**src/hw/owi_map.vh**
```
// Constants for the fuse-locked wiper serial target; reset clears the fuse lock.
// Assumes inclusion by the target's design files only.
`ifndef OWI_MAP_VH
`define OWI_MAP_VH
`define OWI_ADDR_FIXED 6'h16
`define OWI_WIPER_BITS 6
`define OWI_WIPER_MID 6'h20
`define OWI_INSTR_PROG_BIT 7
`define OWI_FUSE_TIME_MS 400
`define OWI_CLK_KHZ 200000
`define OWI_FUSE_CYCLES (`OWI_FUSE_TIME_MS * `OWI_CLK_KHZ)
`endif

```
**src/hw/owi_sync.v**
```verilog
// Two-flip-flop synchroniser for one level from outside the clock domain.
// Assumes the reset given is already synchronous to clk on release.
`timescale 1ns/1ps
module owi_sync #(
	parameter RESET_VAL = 1'b1
) (
	input wire clk,
	input wire rst_n,
	input wire d,
	output wire q
);
	reg meta_r;
	reg sync_r;

	// First stage feeds only the second
	always @(posedge clk or negedge rst_n) begin
		if (!rst_n) begin
			meta_r <= RESET_VAL;
			sync_r <= RESET_VAL;
		end else begin
			meta_r <= d;
			sync_r <= meta_r;
		end
	end

	assign q = sync_r;
endmodule

```
**src/hw/owi_target.v**
```verilog
// Two-wire serial target that sets a 64-position wiper with a fuse lock that holds until reset.
// Assumes external pull-ups on the clock and data wires; bus clock is oversampled by CLOCK.
`timescale 1ns/1ps
`include "owi_map.vh"
module owi_target #(
	parameter FUSE_CYCLES = `OWI_FUSE_CYCLES
) (
	input wire CLOCK,
	input wire RSTN,
	input wire SCL_I,
	input wire SDA_I,
	output reg SDA_O,
	output reg SDA_OE,
	input wire ADDRESS_SELECT_PIN,
	output reg [`OWI_WIPER_BITS-1:0] WIPER_REGISTER,
	output reg FUSED,
	output reg FUSE_BUSY
);
	localparam ST_IDLE = 3'd0;
	localparam ST_ADDR = 3'd1;
	localparam ST_INSTR = 3'd2;
	localparam ST_WDATA = 3'd3;
	localparam ST_RDATA = 3'd4;
	localparam ST_RACK = 3'd5;

	reg rst_m_r;
	reg rst_s_r;
	wire rst_n;
	wire scl_s;
	wire sda_s;
	wire strap_s;
	reg scl_d_r;
	reg sda_d_r;
	reg strap_r;
	reg [2:0] state_r;
	reg [2:0] bit_cnt_r;
	reg [7:0] shift_r;
	reg ack_phase_r;
	reg ack_drive_r;
	reg reading_r;
	reg [31:0] fuse_cnt_r;
	wire scl_rise;
	wire scl_fall;
	wire start_det;
	wire stop_det;
	wire [7:0] byte_in;

	// Reset release through two flip-flops
	always @(posedge CLOCK or negedge RSTN) begin
		if (!RSTN) begin
			rst_m_r <= 1'b0;
			rst_s_r <= 1'b0;
		end else begin
			rst_m_r <= 1'b1;
			rst_s_r <= rst_m_r;
		end
	end
	assign rst_n = rst_s_r;

	// Pin synchronisers
	owi_sync #(.RESET_VAL(1'b1)) u_scl (.clk(CLOCK), .rst_n(rst_n), .d(SCL_I), .q(scl_s));
	owi_sync #(.RESET_VAL(1'b1)) u_sda (.clk(CLOCK), .rst_n(rst_n), .d(SDA_I), .q(sda_s));
	owi_sync #(.RESET_VAL(1'b0)) u_strap (.clk(CLOCK), .rst_n(rst_n),
		.d(ADDRESS_SELECT_PIN), .q(strap_s));

	// Edge and condition detection on the synchronised lines
	assign scl_rise = scl_s & ~scl_d_r;
	assign scl_fall = ~scl_s & scl_d_r;
	assign start_det = scl_s & scl_d_r & sda_d_r & ~sda_s;
	assign stop_det = scl_s & scl_d_r & ~sda_d_r & sda_s;
	assign byte_in = {shift_r[6:0], sda_s};

	always @(posedge CLOCK or negedge rst_n) begin
		if (!rst_n) begin
			scl_d_r <= 1'b1;
			sda_d_r <= 1'b1;
			strap_r <= 1'b0;
		end else begin
			scl_d_r <= scl_s;
			sda_d_r <= sda_s;
			strap_r <= strap_s;
		end
	end

	// Byte engine: bits taken on clock rise, data line changed on clock fall
	always @(posedge CLOCK or negedge rst_n) begin
		if (!rst_n) begin
			state_r <= ST_IDLE;
			bit_cnt_r <= 3'd0;
			shift_r <= 8'h00;
			ack_phase_r <= 1'b0;
			ack_drive_r <= 1'b0;
			reading_r <= 1'b0;
			SDA_O <= 1'b0;
			SDA_OE <= 1'b0;
			WIPER_REGISTER <= `OWI_WIPER_MID;
			FUSED <= 1'b0;
			FUSE_BUSY <= 1'b0;
			fuse_cnt_r <= 32'd0;
		end else begin
			SDA_O <= 1'b0;
			// Fuse burn timer; the setting is frozen from its start and stays frozen after it ends
			if (FUSE_BUSY) begin
				if (fuse_cnt_r == 32'd0) begin
					FUSE_BUSY <= 1'b0;
					FUSED <= 1'b1;
				end else begin
					fuse_cnt_r <= fuse_cnt_r - 32'd1;
				end
			end
			if (start_det) begin
				state_r <= ST_ADDR;
				bit_cnt_r <= 3'd0;
				ack_phase_r <= 1'b0;
				ack_drive_r <= 1'b0;
				SDA_OE <= 1'b0;
			end else if (stop_det) begin
				state_r <= ST_IDLE;
				ack_phase_r <= 1'b0;
				ack_drive_r <= 1'b0;
				SDA_OE <= 1'b0;
			end else if (scl_fall) begin
				if (ack_phase_r) begin
					// Ninth clock over: release or begin sending
					ack_phase_r <= 1'b0;
					ack_drive_r <= 1'b0;
					if (state_r == ST_RDATA) begin
						SDA_OE <= ~shift_r[7];
					end else begin
						SDA_OE <= 1'b0;
					end
				end else if (ack_drive_r) begin
					ack_phase_r <= 1'b1;
					SDA_OE <= 1'b1;
				end else if (state_r == ST_RDATA) begin
					SDA_OE <= ~shift_r[7];
				end else if (state_r == ST_RACK) begin
					SDA_OE <= 1'b0;
				end
			end else if (scl_rise) begin
				case (state_r)
				ST_ADDR, ST_INSTR, ST_WDATA: begin
					if (!ack_phase_r) begin
						shift_r <= byte_in;
						bit_cnt_r <= bit_cnt_r + 3'd1;
						if (bit_cnt_r == 3'd7) begin
							ack_drive_r <= 1'b1;
							if (state_r == ST_ADDR) begin
								if (byte_in[7:2] == `OWI_ADDR_FIXED && byte_in[1] == strap_r) begin
									reading_r <= byte_in[0];
									state_r <= byte_in[0] ? ST_RDATA : ST_INSTR;
								end else begin
									state_r <= ST_IDLE;
									ack_drive_r <= 1'b0;
								end
							end else if (state_r == ST_INSTR) begin
								state_r <= ST_WDATA;
								if (byte_in[`OWI_INSTR_PROG_BIT] && !FUSED && !FUSE_BUSY) begin
									FUSE_BUSY <= 1'b1;
									fuse_cnt_r <= FUSE_CYCLES - 1;
								end
							end else if (!FUSED && !FUSE_BUSY) begin
								WIPER_REGISTER <= byte_in[`OWI_WIPER_BITS-1:0];
							end
						end
					end
				end
				ST_RDATA: begin
					if (!ack_phase_r) begin
						// Hold here is overridden by the shift below; wiper loaded for sending on the address acknowledge clock rise below
						if (bit_cnt_r == 3'd0 && !reading_r) begin
							shift_r <= shift_r;
						end
					end else begin
						shift_r <= {FUSED, FUSE_BUSY, WIPER_REGISTER};
						bit_cnt_r <= 3'd0;
					end
				end
				ST_RACK: begin
					// Controller acknowledge sampled here
					if (sda_s) begin
						state_r <= ST_IDLE;
					end else begin
						state_r <= ST_RDATA;
						shift_r <= {FUSED, FUSE_BUSY, WIPER_REGISTER};
						bit_cnt_r <= 3'd0;
						reading_r <= 1'b0;
					end
				end
				default: begin
					state_r <= ST_IDLE;
				end
				endcase
				// Advance read bits after each rise outside the acknowledge
				if (state_r == ST_RDATA && !ack_phase_r && reading_r == 1'b0) begin
					shift_r <= {shift_r[6:0], 1'b0};
					bit_cnt_r <= bit_cnt_r + 3'd1;
					if (bit_cnt_r == 3'd7) begin
						state_r <= ST_RACK;
					end
				end
				if (state_r == ST_RDATA && ack_phase_r) begin
					reading_r <= 1'b0;
				end
			end
		end
	end
endmodule

```
**config.mk**
```make
export PLATFORM = sky130hd
export DESIGN_NAME = owi_target
export DESIGN_NICKNAME = d
export VERILOG_FILES = /design/src/hw/owi_sync.v /design/src/hw/owi_target.v
export VERILOG_INCLUDE_DIRS = /design/src /design/src/hw
export SDC_FILE = /design/constraint.sdc
export NUM_CORES = 1
export LEC_CHECK = 0
export BUFFER_PORTS_ARGS = -buffer_cell sky130_fd_sc_hd__buf_4
export CORE_MARGIN = 4
export CORE_UTILIZATION = 30
export CTS_CLUSTER_DIAMETER = 40
export CTS_CLUSTER_SIZE = 16
export DETAILED_ROUTE_END_ITERATION = 6
export PLACE_DENSITY = 0.47
export SLEW_MARGIN = 20
export SYNTH_ARGS = -nofsm -noshare
export SYNTH_HDL_FRONTEND = slang
export SYNTH_SLANG_ARGS = --single-unit
```
**constraint.sdc**
```tcl
create_clock -name CLOCK -period 6 [get_ports CLOCK]
set_input_delay 1.8 -clock CLOCK [delete_from_list [all_inputs] [get_ports CLOCK]]
set_output_delay 1.8 -clock CLOCK [all_outputs]
set_load 0.005 [all_outputs]
```
Word level (Yosys, flattened, before mapping):

Cells that the tools add are included.

* register bits after elaboration: 69
* input bits: 5
* output and inout bits: 10
* logic and storage cells: 179

* $add $sub $neg: 2
* eq/ne operators: 25
* muxes and demuxes: 82
* bitwise gates (word level): 19
* reduce and logical (&&, ||, !) cells: 29

Operators with widths (number)
* $mux 32: 12
* $mux 3: 21
* $mux 1: 41
* $logic_not 32->1: 1
* $mux 8: 4
* $sub 32x1->32 const B: 1
* $pmux 8 s3: 1
* $ne 3x3->1 const B: 7
* $reduce_and 10->1: 2
* $pmux 3 s3: 2
* $not 1->1: 12
* $reduce_bool 4->1: 3
* $eq 3x3->1 const B: 3
* $reduce_bool 3->1: 3
* $ne 4x4->1 const B: 2
* $reduce_and 8->1: 1
* $and 1x1->1: 7
* $logic_and 1x1->1: 7
* $reduce_and 7->1: 1
* $eq 3x2->1 const B: 2
* $eq 6x5->1 const B: 1
* $ne 6x6->1 const B: 1
* $reduce_and 2->1: 3
* $reduce_bool 6->1: 1
* 16 further kinds: 18

Longest topological paths before layout:

Gate-level depths: netlist of the first run.

* depth in word-level cells: 13
* depth in mapped cells: 9
* depth with buffers taken out: 7

Hierarchy:

A second synthesis of the first run with hierarchy kept.

* cells, all modules: 348
* area total of the unflattened synthesis: 3553.4 µm²

By module, submodules not included
* owi_target: instances 1, cells each 342, area each 3398.3 µm², seq. area each 1580.3 µm²
* owi_sync (u_scl ...): instances 2, cells each 2, area each 52.6 µm², seq. area each 52.6 µm²
* owi_sync (u_strap): instances 1, cells each 2, area each 50.0 µm², seq. area each 50.0 µm²

Worst setup path after synthesis of the first run:

No wires, ideal clock.

* kind: register -> register
* from: register fuse_cnt_r[13]
* to: register fuse_cnt_r[29]
* library setup time: 0.078 ns
* arrival: 2.645 ns
* data required time: 5.922 ns
* slack: 3.278 ns
* cell stages (with the launch flop): 7
* path buffers: 1
* clock period less this slack: 2.722 ns
* path through: dfrtp_1 > or4_4 > or4_4 > buf_6 > or4_4 > or4_1 > a21boi_1

* cells in the longest elaborated chain, start to end: 13
* elaborated cells on any way between the ends: 14
* classes of those cells: add/sub: 1; mux: 12; reduce/logical: 1

Ends and longest elaborated chain
* start: declaration: RTL line owi_target.v:41 `reg [31:0] fuse_cnt_r;`
* start signal: assignment: RTL line owi_target.v:108 `fuse_cnt_r <= fuse_cnt_r - 32'd1;`
* start signal: assignment: RTL line owi_target.v:160 `fuse_cnt_r <= FUSE_CYCLES - 1;`
* $sub 32x1->32 / $logic_not 32->1 (equally long branches): RTL line owi_target.v:108, owi_target.v:104
* $mux 32 *: RTL line owi_target.v:104 `if (fuse_cnt_r == 32'd0) begin`
* $mux 32 *: RTL line owi_target.v:103 `if (FUSE_BUSY) begin`
* $mux 32: RTL line owi_target.v:158 `` if (byte_in[`OWI_INSTR_PROG_BIT] && !FUSED && !FUSE_BUSY) begin ``
* $mux 32: RTL line owi_target.v:156 `end else if (state_r == ST_INSTR) begin`
* $mux 32: RTL line owi_target.v:148 `if (state_r == ST_ADDR) begin`
* $mux 32: RTL line owi_target.v:146 `if (bit_cnt_r == 3'd7) begin`
* $mux 32: RTL line owi_target.v:143 `if (!ack_phase_r) begin`
* $mux 32: RTL line owi_target.v:141 `case (state_r)`
* $mux 32: RTL line owi_target.v:140 `end else if (scl_rise) begin`
* $mux 32: RTL line owi_target.v:122 `end else if (scl_fall) begin`
* $mux 32: RTL line owi_target.v:117 `end else if (stop_det) begin`
* $mux 32 *: RTL line owi_target.v:111 `if (start_det) begin`

Mark *: on every way between the ends. The rest lies on a longest branch, timed or not.
A chain may end at the register's enable or synchronous reset.

Final worst setup path of the first run:

* from: register u_scl.sync_r, in the netlist u_scl.q
* to: register fuse_cnt_r[15]

* cells in the longest elaborated chain, start to end: 5
* elaborated cells on any way between the ends: 12
* classes of those cells: mux: 4; bitwise: 8

Ends and longest elaborated chain
* start: declaration: RTL line owi_sync.v:13 `reg sync_r;`
* start signal: assignment: RTL line owi_sync.v:22 `sync_r <= meta_r;`
* $and 1x1->1, or another cell as far along: RTL line owi_target.v:67 `assign scl_rise = scl_s & ~scl_d_r;`
* $mux 32, or another cell as far along: RTL line owi_target.v:140
* $mux 32 / $and 1x1->1 (equally long branches): RTL line owi_target.v:122, owi_target.v:70
* $mux 32: RTL line owi_target.v:117
* $mux 32 *: RTL line owi_target.v:111

Marked as above.

==> qor.yml, run 1 <==
final_cells: 500
hold_viol: 0
nets: 365
ys_warn_count: 0
syn_inst: 341
min_to: "u_strap.q"
slowest_delay_ns: 0.65
power_leakage_nw: 1.84
cp_top_family: "simple AND/OR/NAND/NOR gates"
regToRegStartpoint: "u_scl.q"
antenna_found_initial: 0
grt_pass1_vias: 2435
holdBufCountCts: 0
synth_area_um2: 3510
path_buf_inv: 1
path_clk_slew_ns: 0.06
r2r_cells: 7
fmax_mhz: 354
clk_latency_ns: 0.32
drcViolationCount: 0
cts_tree: "done"
coreArea_um2: 11400
final_area_um2: 4000
cts_buffer_depth: 2
rsz0062_at_grt: "false"
synth_edf_count: 0
ys.flop_type: "dfrtp_1"
die_w_um: 116
wl_per_cell_um: 14.3
drive_gt1_frac: 0.146
placed_area_um2: 3730
ios: 15
slew_viol_final: 0
finalSetupViolations: 0
grtUsageTotal: 0.116
routed_wl_um: 7150
cp_cell_sequence: "inv_1 > ha_1 > nor4bb_1 > nand2_1 > nand4b_1 > and4_1 > nor2_1"
worst_pin_slew_ns: 0.843
whs_path_depth: 0
dp_hpwl_um: 4850
cp_max_fo: 14
n_antenna_cell: 0
worstSetupPathType: "reg -> reg"
powerDensity_nw_per_um2: 289
cts.sinks: 69
dr.pass1.iters: 4
period_share: 0.471
postSynth.asyncResetShare: 1.00
synth_fp_nets: 354
crit_required_ns: 6.25
min-delay-start: "u_strap.meta_r"
skew_ns: 0.00582
ys_seq_area_frac: 0.494
cts-root-buf: "clkbuf_16"
finalSetupTns_ns: 0
rrSetupSlack_ns: 3.17
antenna_left: 0
num-fill-cells: 1170
vias_per_cell: 5.07
status: "complete, no violations"
grt_max_degree: 68
worstHoldPathType: "reg -> reg"
start_util: 0.307
htreeDepth: 3
overflow: 0
gp_congestion: 0.794
avgSynthCellArea_um2: 10.3
irDropWorstVdd_mv: 0.133
portBuffers: 13
reg2reg_to: "fuse_cnt_r[15]"
crit_slowest_cell: "nand4b_1"
power_w: 0.00116
synth-seq-cells: 69
arrival_ns: 3.08
grt_pass1_wl_um: 12400
row_count: 39
critPathLaunchType: "flip-flop"
die_h_um: 116
vias: 2534
die-area_um2: 13500
slew_headroom: 0.438
ys_types: 51
cts_made_buffers: 9
cts_resized: 0
critPathLaunch: "u_scl.q"
dpl.cell_count: 484
syn2layout_area_growth_pct: 14.0
fin_crit_ns: 2.83
drv_cap: 0
crit_path_end_kind: "flip-flop"
postCtsSetupBuffers: 0
drt-initial-drc-count: 169
crit_cells: 7
cells by family after synthesis:
kind of cell | count (synthesis) | share of synthesized area
AND/OR/NAND/NOR | 140 | 0.222
flip-flops | 69 | 0.494
AO/OA/AOI/OAI | 61 | 0.118
multiplexers | 30 | 0.0884
buffers and inverters | 24 | 0.0289
adder cells (fa/ha/maj) | 8 | 0.0285
XOR/XNOR | 7 | 0.0175
other | 2 | 0.00214
cells in the final DEF, fill, tap and decap left out, drive strengths merged, types with 4 or more instances in the layout:
master | Yosys | routed
a211oi | 6 | 6
a21oi | 11 | 11
a31oi | 4 | 4
and3 | 4 | 4
buf | 3 | 15
clkbuf | 12 | 14
dfrtp | 62 | 62
dfstp | 7 | 7
ha | 8 | 8
inv | 9 | 9
mux2 | 8 | 8
mux2i | 22 | 22
nand2 | 40 | 40
nand2b | 5 | 5
nand3 | 10 | 10
nand3b | 6 | 6
nand4 | 4 | 4
nor2 | 19 | 19
nor2b | 5 | 5
nor3 | 6 | 6
nor3b | 5 | 5
nor4 | 7 | 7
o211ai | 4 | 4
o21ai | 15 | 15
o31ai | 4 | 4
or3 | 5 | 5
or4 | 14 | 14
xnor2 | 5 | 5
worst register-to-register path: cells and delay by family (launching register included):
family	cells	cell delay, ns
flops	1	0.56
fa+ha+maj	1	0.30
buf+inv	1	0.05
simple gates	5	1.85
state kept, by name, summed over array words and instances, names as in the netlist, 3 cells and up:
| register | cells |
|---|---|
| bit_cnt_r | 3 |
| WIPER_REGISTER | 6 |
| fuse_cnt_r | 32 |
| state_r | 3 |
| shift_r | 8 |
synthesized netlist by cell type, drive strengths merged, types with 5 or more instances:
cell type	number	area, um^2
nor2	19	71.3
clkbuf	12	45.0
nor3b	5	37.5
nand2b	5	31.3
nor2b	5	31.3
dfrtp	62	1550
a21oi	11	55.1
nor4	7	43.8
mux2i	22	220
o21ai	15	75.1
nor3	6	30.0
a211oi	6	45.0
xnor2	5	43.8
dfstp	7	184
nand3	10	50.1
or4	14	124
inv	9	33.8
nand3b	6	45.0
mux2	8	90.1
or3	5	31.3
ha	8	100
nand2	40	150
per-layer routing:
| layer | vias up | part of all wire | global-route usage |
|---|---|---|---|
| met1 | 1219 | 0.48 | 0.157 |
| li1 | 1269 | - | - |
| met5 | - | 0 | 0 |
| met3 | 12 | 0.032 | 0.0326 |
| met2 | 34 | 0.47 | 0.179 |
| met4 | 0 | 0.020 | 0.0441 |
final cells by class:
class / count / area [um^2] / share of cell area
multi-input cells: 248 / 1670 / 0.418
clock inverters: 2 / 12.5 / 0.00313
well taps: 143 / 179 / 0.0447
flip-flops and latches: 69 / 1740 / 0.434
repair buffers: 15 / 113 / 0.0281
clock buffers: 14 / 254 / 0.0635
inverters: 9 / 33.8 / 0.00844
power by group:
part           total [W]  switching [W]  internal [W]
registers       0.000548      0.0000411      0.000507
clock network   0.000475       0.000184      0.000291
logic           0.000136      0.0000700     0.0000661
total            0.00116       0.000295      0.000863
how the worst max path moves through the flow:
stage	end	slack (ns)
after global placement	fuse_cnt_r[15]	3.23
after CTS	fuse_cnt_r[15]	3.13
after detailed placement	fuse_cnt_r[15]	3.15
after global routing	fuse_cnt_r[15]	2.80
final	fuse_cnt_r[15]	3.17
after floorplan	fuse_cnt_r[29]	3.28
stage by stage:
step | worst slack [ns] | hold slack (ns) | util
2_1_floorplan | 3.28 | 0.331 | -
3_3_place_gp | 3.23 | 0.333 | 0.327
3_5_place_dp | 3.15 | 0.335 | 0.327
4_1_cts | 3.13 | 0.347 | 0.350
5_1_grt | 2.80 | 0.354 | 0.350
6_report | 3.17 | 0.347 | 0.350
(Power assumes the default switching activity.)
==> run 2, diff against run 1 <==
- ABC_AREA: unset -> 1
- PLACE_DENSITY: 0.47 -> 0.48
- clock period: 6 -> 2.4 ns (I/O delays scaled with it)
==> run 2 against run 1 <==
Effect of this change: global-route usage grew 1.5 points; sequential cell count is the same; combinational power grew to 4.3 times the previous value; core utilization shrank 0.13 points; wire length grew 30%; clock skew grew 0.0047 ns; largest power group unchanged; clock power grew to 2.7 times the previous value; synthesized area grew 15%; maximum frequency grew 42%; critical path type unchanged; synthesized cell count grew 50%; critical endpoint is now fuse_cnt_r[2].
==> qor.yml, run 2 <==
period_share: 0.829
slew_headroom: 0.608
dr_wl_met2_um: 4230
path_clk_slew_ns: 0.07
holdBufCountCts: 0
p_seq_frac: 0.432
yosysTopAreaCell: "dfrtp_1"
cts_resized: 0
powerDensity_nw_per_um2: 703
worstHoldPathType: "in -> async"
hold_viol: 0
wl_per_cell_um: 13.1
reg2reg_to: "fuse_cnt_r[2]"
die_h_um: 124
nets: 543
finalSetupTns_ns: 0
die-area_um2: 15400
mostFrequentLayoutCell: "nand2_1"
cts-root-buf: "clkbuf_16"
cts_buffer_depth: 2
die_w_um: 124
synthTopCellsByArea: "dfrtp_1 (38%), nand2_1 (8.6%), nor2_1 (6.3%)"
ys.flop_type: "dfrtp_1"
ios: 15
postSynth.asyncResetShare: 1.00
top_register: "fuse_cnt_r"
irDropWorstVdd_mv: 0.364
synth_common_cells: "nand2_1 (92), nor2_1 (68), dfrtp_1 (62), inv_1 (62), nand3_1 (38)"
p_switching_w: 0.00103
fin_crit_ns: 1.99
vias: 3411
highest_layer: "met4"
vias_per_cell: 4.80
synth_most_common_cell: "nand2_1"
routed_wl_um: 9310
dr.pass1.iters: 5
power_leakage_nw: 2.36
crit_required_ns: 2.60
skew_ns: 0.0105
largest_reg_flops: 32
clkPwrFrac: 0.389
num-fill-cells: 1401
ys_warn_count: 0
cts_made_buffers: 9
comb_power_share: 0.179
yosysTopAreaCellShare: 0.385
start_util: 0.306
worstSetupPathType: "reg -> reg"
slew_viol_final: 0
rrSetupSlack_ns: 0.41
grt_pass1_vias: 3198
top_regs: "fuse_cnt_r: 32 flops, shift_r: 8 flops, WIPER_REGISTER: 6 flops"
ys_seq_area_frac: 0.430
dp_hpwl_um: 6950
crit_path_end_kind: "flip-flop"
synth_fp_nets: 523
grt_pass1_wl_um: 15700
syn_inst: 510
portBuffers: 13
synth_edf_count: 0
cp_max_fo: 13
power_w: 0.00324
row_count: 42
drive_gt1_frac: 0.179
status: "complete, no violations"
finalSetupViolations: 0
synth_area_um2: 4030
clk_latency_ns: 0.34
postCtsSetupBuffers: 0
arrival_ns: 2.19
cts_tree: "done"
avgSynthCellArea_um2: 7.91
drv_cap: 0
overflow: 0
drt-initial-drc-count: 159
antenna_left: 0
grt_max_degree: 43
htreeDepth: 3
worst_pin_slew_ns: 0.588
power.share.switching: 0.317
synth-seq-cells: 69
regToRegStartpoint: "u_scl.q"
wl_met1_um: 4550
grtUsageTotal: 0.131
rsz0062_at_grt: "false"
routed-wl-met3_um: 352
internal-power_w: 0.00221
drcViolationCount: 0
cts.sinks: 69
coreArea_um2: 13200
fmax_mhz: 503
ys_types: 43
antenna_found_initial: 0
critPathLaunchType: "flip-flop"
n_antenna_cell: 0
layout_common_cells: "nand2_1 (92), nor2_1 (68), inv_1 (62)"
r2r_cells: 10
gp_congestion: 0.899
syn2layout_area_growth_pct: 14.1
[run 2: layout make-up]
class                   instances  area, um^2  share of cell area
repair buffers                 19         155              0.0337
well taps                     176         220              0.0478
clock inverters                 7        53.8              0.0117
inverters                      73         282              0.0611
flip-flops and latches         69        1740               0.377
multi-input cells             358        1930               0.420
clock buffers                   9         225              0.0489
[run 2: critical path, cell delays in order (launching register included)]
cell and delay, ns:
dfstp_2 0.57, ha_1 0.22, inv_1 0.09, nor3_4 0.27
nor2_8 0.07, inv_2 0.10, nor2_4 0.05, inv_2 0.06
nor2_2 0.04, inv_2 0.23, nand3_1 0.12
[run 2: layer usage]
layer / track usage / vias to the layer above
li1: - / 1701
met1: 0.184 / 1641
met2: 0.198 / 56
met3: 0.0277 / 13
met4: 0.0534 / 0
met5: 0 / -
[run 2: cells by family (layout without fill, tap and decap cells)]
kind of cell | after synthesis | in the layout | synth area share
flops | 69 | 69 | 0.430
xor+xnor | 6 | 6 | 0.0130
simple gates | 265 | 265 | 0.328
compound gates | 77 | 77 | 0.111
other cells | 2 | 2 | 0.00186
buf+inv | 83 | 108 | 0.0909
fa+ha+maj | 8 | 8 | 0.0248
[run 2: worst max path at each step]
stage,startpoint,endpoint,slack [ns]
detailed placement,u_scl.q,fuse_cnt_r[7],0.42
CTS,u_scl.q,fuse_cnt_r[2],0.40
global placement,u_scl.q,fuse_cnt_r[2],0.45
global route,u_scl.q,fuse_cnt_r[12],0.23
finish,u_scl.q,fuse_cnt_r[2],0.41
floorplan,rst_n,FUSED,0.35
[run 2: power groups by stage]
stage	clock (W)	sequential [W]	combinational [W]
detailed placement	0	0.00142	0.000584
floorplan	0	0.00139	0.000457
CTS	0.00131	0.00140	0.000586
global placement	0	0.00142	0.000577
finish	0.00126	0.00140	0.000579
global route	0.00135	0.00142	0.000664
[run 2: metrics by stage]
step	instance area, um^2	utilization	worst slack, ns	cells	hold slack (ns)
4_1_cts	4600	0.349	0.396	711	0.141
3_3_place_gp	4330	0.328	0.447	695	0.297
6_report	4600	0.349	0.411	711	0.155
2_1_floorplan	4030	-	0.349	510	0.331
5_1_grt	4600	0.349	0.226	711	0.141
3_5_place_dp	4330	0.328	0.418	695	0.302
